--- config.mk ---
export PLATFORM = sky130hd
export DESIGN_NAME = sar_readout
export DESIGN_NICKNAME = d
export VERILOG_FILES = /design/src/logic/sar_fifo.v /design/src/logic/sar_readout.v
export VERILOG_INCLUDE_DIRS = /design/src /design/src/logic
export SDC_FILE = /design/constraint.sdc
export NUM_CORES = 1
export LEC_CHECK = 0
export ABC_AREA = 1
export BUFFER_PORTS_ARGS = -buffer_cell sky130_fd_sc_hd__buf_4
export CAP_MARGIN = 20
export CELL_PAD_IN_SITES_DETAIL_PLACEMENT = 0
export CELL_PAD_IN_SITES_GLOBAL_PLACEMENT = 1
export CORE_UTILIZATION = 44
export DETAILED_ROUTE_END_ITERATION = 6
export GPL_ROUTABILITY_DRIVEN = 0
export PLACE_DENSITY_LB_ADDON = 0.1
export SETUP_SLACK_MARGIN = 0.05
export SLEW_MARGIN = 20
export SYNTH_ARGS = -nofsm -noshare
export SYNTH_HDL_FRONTEND = slang
export SYNTH_SLANG_ARGS = --single-unit
export TNS_END_PERCENT = 1
--- constraint.sdc ---
create_clock -name clk -period 1.8 [get_ports clk]
set_input_delay 0.18 -clock clk [delete_from_list [all_inputs] [get_ports clk]]
set_output_delay 0.18 -clock clk [all_outputs]
set_load 0.01 [all_outputs]
--- src/logic/sar_defs.vh ---
`ifndef SAR_DEFS_VH
`define SAR_DEFS_VH
`define SAR_RES_BITS 16
`define SAR_ZERO_EDGE 3'h5
`define SAR_LAST_EDGE 5'h15
`define SAR_CODE_MAX 16'hFFFF
`define SAR_CODE_MIN 16'h0000
`define SAR_CODE_RST 16'h0000
`define SAR_FIFO_WIDTH 16
`define SAR_FIFO_DEPTH 16
`define SAR_FIFO_AW 4
`define SAR_CONV_CYCLES 8'h10
`endif

--- src/logic/sar_fifo.v ---
`include "sar_defs.vh"
module sar_fifo #(
    parameter WIDTH = 16,
    parameter DEPTH = 16,
    parameter AW = 4
) (
    clk,
    sys_rst,
    in_valid,
    in_ready,
    in_data,
    out_valid,
    out_ready,
    out_data
);
    input wire clk;
    input wire sys_rst;
    input wire in_valid;
    output wire in_ready;
    input wire [WIDTH-1:0] in_data;
    output wire out_valid;
    input wire out_ready;
    output wire [WIDTH-1:0] out_data;

    reg [WIDTH-1:0] mem [0:DEPTH-1];
    reg [AW-1:0] wr_reg;
    reg [AW-1:0] rd_reg;
    reg [AW:0] cnt_reg;
    reg [AW:0] cnt_next;
    reg ready_reg;
    wire do_wr;
    wire do_rd;
    localparam [AW:0] FULL = DEPTH;

    // ready is registered so the top port comes straight from a flop
    assign in_ready = ready_reg;
    assign out_valid = (cnt_reg != {(AW+1){1'b0}});
    assign out_data = mem[rd_reg];
    assign do_wr = in_valid && in_ready;
    assign do_rd = out_valid && out_ready;

    always @* begin
        cnt_next = cnt_reg;
        if (do_wr && !do_rd) begin
            cnt_next = cnt_reg + 1'b1;
        end else if (do_rd && !do_wr) begin
            cnt_next = cnt_reg - 1'b1;
        end
    end

    always @(posedge clk) begin
        if (do_wr) begin
            mem[wr_reg] <= in_data;
        end
        if (sys_rst) begin
            wr_reg <= {AW{1'b0}};
            rd_reg <= {AW{1'b0}};
            cnt_reg <= {(AW+1){1'b0}};
            ready_reg <= 1'b1;
        end else begin
            cnt_reg <= cnt_next;
            ready_reg <= (cnt_next != FULL);
            if (do_wr) begin
                wr_reg <= wr_reg + 1'b1;
            end
            if (do_rd) begin
                rd_reg <= rd_reg + 1'b1;
            end
        end
    end
endmodule

--- src/logic/sar_readout.v ---
`include "sar_defs.vh"
// Behaviour
// - select fall starts conversion and transfer
// - fifth clock fall enables output, drives zero
// - then one bit per fall, msb first
// - bit held from fall to next fall
// - idle low-power after each conversion
// - new code presented right after conversion
// - code is the oldest sample buffered in the fifo, popped in this frame
// - overrange saturates to all ones
// - underrange saturates to all zeros, unless overrange is also set (then all ones)
module sar_readout (
    clk,
    sys_rst,
    select_n_in,
    serial_clock_in,
    sample_valid,
    sample_ready,
    sample_code,
    sample_over,
    sample_under,
    serial_data_out,
    serial_data_oe_n,
    converting,
    powered_down,
    frame_active
);
    input wire clk;
    input wire sys_rst;
    input wire select_n_in;
    input wire serial_clock_in;
    input wire sample_valid;
    output wire sample_ready;
    input wire [15:0] sample_code;
    input wire sample_over;
    input wire sample_under;
    output reg serial_data_out;
    output reg serial_data_oe_n;
    output reg converting;
    output reg powered_down;
    output reg frame_active;

    localparam ST_IDLE = 3'b001;
    localparam ST_CONV = 3'b010;
    localparam ST_DONE = 3'b100;

    reg sel_s1_reg;
    reg sel_s2_reg;
    reg sel_s3_reg;
    reg sck_s1_reg;
    reg sck_s2_reg;
    reg sck_s3_reg;
    reg [2:0] state_reg;
    reg [2:0] state_next;
    reg [7:0] conv_cnt_reg;
    reg [4:0] edge_cnt_reg;
    reg [15:0] shift_reg;
    reg have_code_reg;
    reg fifo_pop_reg;
    reg [15:0] code_sat;
    wire sel_fall;
    wire sel_rise;
    wire sck_fall;
    wire fifo_valid;
    wire [15:0] fifo_data;
    wire fifo_in_ready;

    // sample stream is buffered; a full fifo stalls the analog front end
    sar_fifo #(
        .WIDTH(`SAR_FIFO_WIDTH),
        .DEPTH(`SAR_FIFO_DEPTH),
        .AW(`SAR_FIFO_AW)
    ) u_fifo (
        .clk(clk),
        .sys_rst(sys_rst),
        .in_valid(sample_valid),
        .in_ready(fifo_in_ready),
        .in_data(code_sat),
        .out_valid(fifo_valid),
        .out_ready(fifo_pop_reg),
        .out_data(fifo_data)
    );
    assign sample_ready = fifo_in_ready;

    always @* begin
        code_sat = sample_code;
        if (sample_over) begin
            code_sat = `SAR_CODE_MAX;
        end else if (sample_under) begin
            code_sat = `SAR_CODE_MIN;
        end
    end

    // only second stage and later feed edge logic
    assign sel_fall = sel_s3_reg && !sel_s2_reg;
    assign sel_rise = !sel_s3_reg && sel_s2_reg;
    assign sck_fall = sck_s3_reg && !sck_s2_reg;

    always @* begin
        state_next = state_reg;
        case (state_reg)
            ST_IDLE: begin
                if (sel_fall) begin
                    state_next = ST_CONV;
                end
            end
            ST_CONV: begin
                if (sel_rise) begin
                    state_next = ST_IDLE;
                end else if (conv_cnt_reg == `SAR_CONV_CYCLES && have_code_reg) begin
                    state_next = ST_DONE;
                end
            end
            ST_DONE: begin
                if (sel_rise) begin
                    state_next = ST_IDLE;
                end
            end
            default: begin
                state_next = ST_IDLE;
            end
        endcase
    end

    always @(posedge clk) begin
        if (sys_rst) begin
            sel_s1_reg <= 1'b1;
            sel_s2_reg <= 1'b1;
            sel_s3_reg <= 1'b1;
            sck_s1_reg <= 1'b0;
            sck_s2_reg <= 1'b0;
            sck_s3_reg <= 1'b0;
            state_reg <= ST_IDLE;
            conv_cnt_reg <= 8'h00;
            edge_cnt_reg <= 5'h00;
            shift_reg <= `SAR_CODE_RST;
            have_code_reg <= 1'b0;
            fifo_pop_reg <= 1'b0;
            serial_data_out <= 1'b0;
            serial_data_oe_n <= 1'b1;
            converting <= 1'b0;
            powered_down <= 1'b1;
            frame_active <= 1'b0;
        end else begin
            sel_s1_reg <= select_n_in;
            sel_s2_reg <= sel_s1_reg;
            sel_s3_reg <= sel_s2_reg;
            sck_s1_reg <= serial_clock_in;
            sck_s2_reg <= sck_s1_reg;
            sck_s3_reg <= sck_s2_reg;
            state_reg <= state_next;
            fifo_pop_reg <= 1'b0;
            converting <= (state_next == ST_CONV);
            powered_down <= (state_next != ST_CONV);
            frame_active <= (state_next != ST_IDLE);
            if (state_reg == ST_IDLE && sel_fall) begin
                conv_cnt_reg <= 8'h00;
                edge_cnt_reg <= 5'h00;
                have_code_reg <= 1'b0;
            end else if (state_reg == ST_CONV && conv_cnt_reg != `SAR_CONV_CYCLES) begin
                conv_cnt_reg <= conv_cnt_reg + 8'h01;
            end
            // code taken after the select fall belongs to this frame only
            if (state_reg == ST_CONV && !have_code_reg && fifo_valid && !fifo_pop_reg) begin
                shift_reg <= fifo_data;
                have_code_reg <= 1'b1;
                fifo_pop_reg <= 1'b1;
            end
            if (state_next == ST_IDLE) begin
                serial_data_oe_n <= 1'b1;
                serial_data_out <= 1'b0;
            end else if (sck_fall && edge_cnt_reg != `SAR_LAST_EDGE) begin
                edge_cnt_reg <= edge_cnt_reg + 5'h01;
                if (edge_cnt_reg == {2'b00, `SAR_ZERO_EDGE} - 5'h01) begin
                    serial_data_oe_n <= 1'b0;
                    serial_data_out <= 1'b0;
                end else if (edge_cnt_reg >= {2'b00, `SAR_ZERO_EDGE}) begin
                    // held until next fall so either host edge works
                    serial_data_out <= shift_reg[15];
                    shift_reg <= {shift_reg[14:0], 1'b0};
                end
            end
        end
    end
endmodule

==> impl_metrics.py <==
metrics = {
    "status": {
        "outcome": "complete, no violations",
    },
    "worst_setup_path": {
        "cp-start-kind": "flop",
        "crit_type": "reg -> reg",
        "crit_fanout": 27,
        "critPathArrivalTime_ns": 2.08,
        "cp-end-kind": "flop",
        "required_ns": 2.22,
    },
    "die": {
        "die_w_um": 180,
        "core-area_um2": 30900,
        "die_area_um2": 32400,
        "num_rows": 64,
        "die_h_um": 180,
        "initial_core_util_pct": 45.1,
        "num_io_pins": 29,
    },
    "routing": {
        "ant_nets": 0,
        "vias": 9593,
        "remaining_drc_errors": 0,
        "drt_iter0_drc": 613,
        "wirelength_mm": 33.2,
        "routedWlPerCell_um": 16.9,
        "viasPerCell": 4.88,
        "drtPass1Iterations": 5,
    },
    "final_layout": {
        "n_fill_cell": 2816,
        "postLayoutCoreUtil_pct": 53.1,
        "final_area_um2": 16400,
        "largest_reg_flops": 256,
        "diodes": 0,
        "area_delta_synth_final_pct": 17.7,
        "fin_nets": 1577,
        "drive_gt1_share_pct": 11.9,
    },
    "logic_synthesis": {
        "synthFlopType": "edfxtp_1",
        "ys_types": 36,
        "yosysWarnings": 0,
        "synth_top_area_share_pct": 55.1,
        "synth_enable_flop_cells": 256,
        "async_flop_share_pct": 0,
        "synth_seq_cells": 319,
        "synth_area_leaders": "edfxtp_1 (55%), nand2_1 (12%), dfxtp_1 (9.0%)",
        "syn-cell-area_um2": 13900,
        "yosysSeqAreaShare_pct": 64.2,
        "synth.most_common_cell": "nand2_1",
        "synth_common_cells": "nand2_1 (430), edfxtp_1 (256), inv_1 (237)",
        "syn-num-nets": 1506,
        "syn-instance-count": 1470,
        "synth_area_leader_cell": "edfxtp_1",
        "syn_area_per_cell_um2": 9.48,
    },
    "sta": {
        "setup_viol": 0,
        "fin_crit_sh_pct": 92.4,
        "post-route-min-period_ns": 1.66,
        "rsz0062_at_grt": "yes",
        "drv_slew": 0,
        "clock_skew_ns": 0.0123,
        "timing.max_slew.rel_slack_pct": 68.8,
        "fmax_ghz": 0.601,
        "tightestPinTransition_ns": 0.465,
        "hold_viol_final": 0,
    },
    "clock_network": {
        "h-tree-depth": 2,
        "clock_sinks": 319,
        "clock_latency_ns": 0.53,
        "clk_path_buf_depth": 3,
        "root_buffer": "clkbuf_16",
        "numCtsBuffers": 38,
        "cts_tree": "yes",
        "path_clk_slew_ns": 0.06,
    },
    "global_route": {
        "grt_pass1_vias": 9113,
        "grt.total_usage_pct": 21.0,
        "grt_max_degree": 66,
        "grt_pass1_wl_mm": 52.2,
        "antenna_found_initial": 0,
        "overflow": 0,
    },
    "pwr": {
        "p_seq_share_pct": 51.4,
        "leakage_nw": 6.94,
        "power_density_nw_per_um2": 965,
        "power.switching_mw": 3.36,
        "p_total_mw": 15.8,
        "comb_power_share_pct": 4.2,
        "p_sw_share_pct": 21.2,
        "vdd_drop_max_mv": 0.791,
        "p_int_mw": 12.5,
        "p_clk_share_pct": 44.5,
    },
    "worst_hold_path": {
        "hold_class": "in -> reg",
    },
    "placed_design": {
        "dpl_cell_area_um2": 15200,
        "dp_hpwl_mm": 19.2,
        "portBuffers": 28,
    },
    "flow_run": {
        "maxCapViolations": 0,
    },
}
-- worst paths after layout --
| kind | from | end | slack, ns | depth (start not counted) |
|---|---|---|---|---|
| worst max register to register | flop | shift_reg[10] | 0.14 | 11 |
| worst min register to register | sck_s1_reg | sck_s2_reg | 0.40 | 2 |
| worst max-delay path | flop | shift_reg[10] | 0.14 | 11 |
| worst min-delay path | sample_valid | u_fifo.wr_reg[1] | 0.09 | 3 |
-- final cells by class --
class | instances | area [um2] | area share (%)
flip-flops and latches | 319 | 8960 | 54.6
multi-input cells | 846 | 3850 | 23.5
repair buffers | 94 | 1040 | 6.35
clock buffers | 56 | 1040 | 6.33
inverters | 242 | 921 | 5.61
well taps | 396 | 495 | 3.02
clock inverters | 12 | 104 | 0.633
-- power by group through the flow --
stage               registers (mW)  logic [mW]  clock network, mW
floorplan                     8.29       0.334                  0
global placement              8.28       0.644                  0
detailed placement            8.29       0.643                  0
CTS                           8.13       0.652               7.19
global route                  8.14       0.744               7.49
finish                        8.13       0.659               7.04
-- through the flow --
| stage | cells | TNS (ns) | hold slack [ns] | worst slack (ns) |
|---|---|---|---|---|
| floorplan | 1470 | -10.75 | 0.284 | -0.0510 |
| global placement | 1893 | 0 | 0.367 | 0.0747 |
| detailed placement | 1893 | 0 | 0.369 | 0.0519 |
| CTS | 1964 | 0 | 0.00979 | 0.0770 |
| global route | 1965 | -0.0342 | 0.110 | -0.0188 |
| finish | 1965 | 0 | 0.0933 | 0.136 |
-- layer usage --
layer / vias up / share of wire, % / GRT usage, %
met5: - / 0 / 0
met4: 0 / 2.0 / 5.86
met3: 44 / 4.2 / 2.82
met2: 188 / 46 / 34.1
met1: 4481 / 48 / 29.6
li1: 4880 / - / -
-- worst max-delay path, cell delays in order, from the launching register on --
cell and delay, ns:
dfxtp_4 0.37, clkinv_2 0.10, buf_4 0.31, nand2_1 0.09
nand3_1 0.08, nand3_1 0.08, nand2_1 0.15, nand2_1 0.08
nand3_1 0.08, nand3_1 0.07, nand2_1 0.08, nor2_2 0.03
-- cells in the final DEF, fill, tap and decap left out, types with 4 or more instances in the layout --
| cell type | count |
|---|---|
| clkbuf_16 | 38 |
| clkinv_2 | 6 |
| nand2_1 | 428 |
| clkbuf_1 | 16 |
| edfxtp_1 | 256 |
| o211ai_1 | 7 |
| nand3_1 | 195 |
| buf_12 | 26 |
| inv_1 | 235 |
| nor2_2 | 23 |
| buf_4 | 64 |
| nor2_1 | 74 |
| dfxtp_1 | 59 |
| o21ai_0 | 47 |
| xnor2_1 | 4 |
| ha_1 | 12 |
| a21oi_1 | 21 |
| nor3_1 | 6 |
| nand4_1 | 4 |
-- cell families after synthesis --
group	count (synthesis)	synth area share (%)
adders and majority gates	13	1.17
xor gates and xnor gates	7	0.440
buffers and inverters	305	8.64
AOI/OAI and AO/OA	83	3.18
DFF	319	64.2
and+or+nand+nor	743	22.4
-- what timing repair did --
item / CTS / global route
resized for setup: 1 / 16
hold buffers: 3 / 0
hold endpoints to repair: 8 / 0
buffers inserted: 0 / 1
pin swaps: 0 / 1
setup endpoints to repair: 1 / 100
Note: power is estimated with default switching activity, not from simulation.
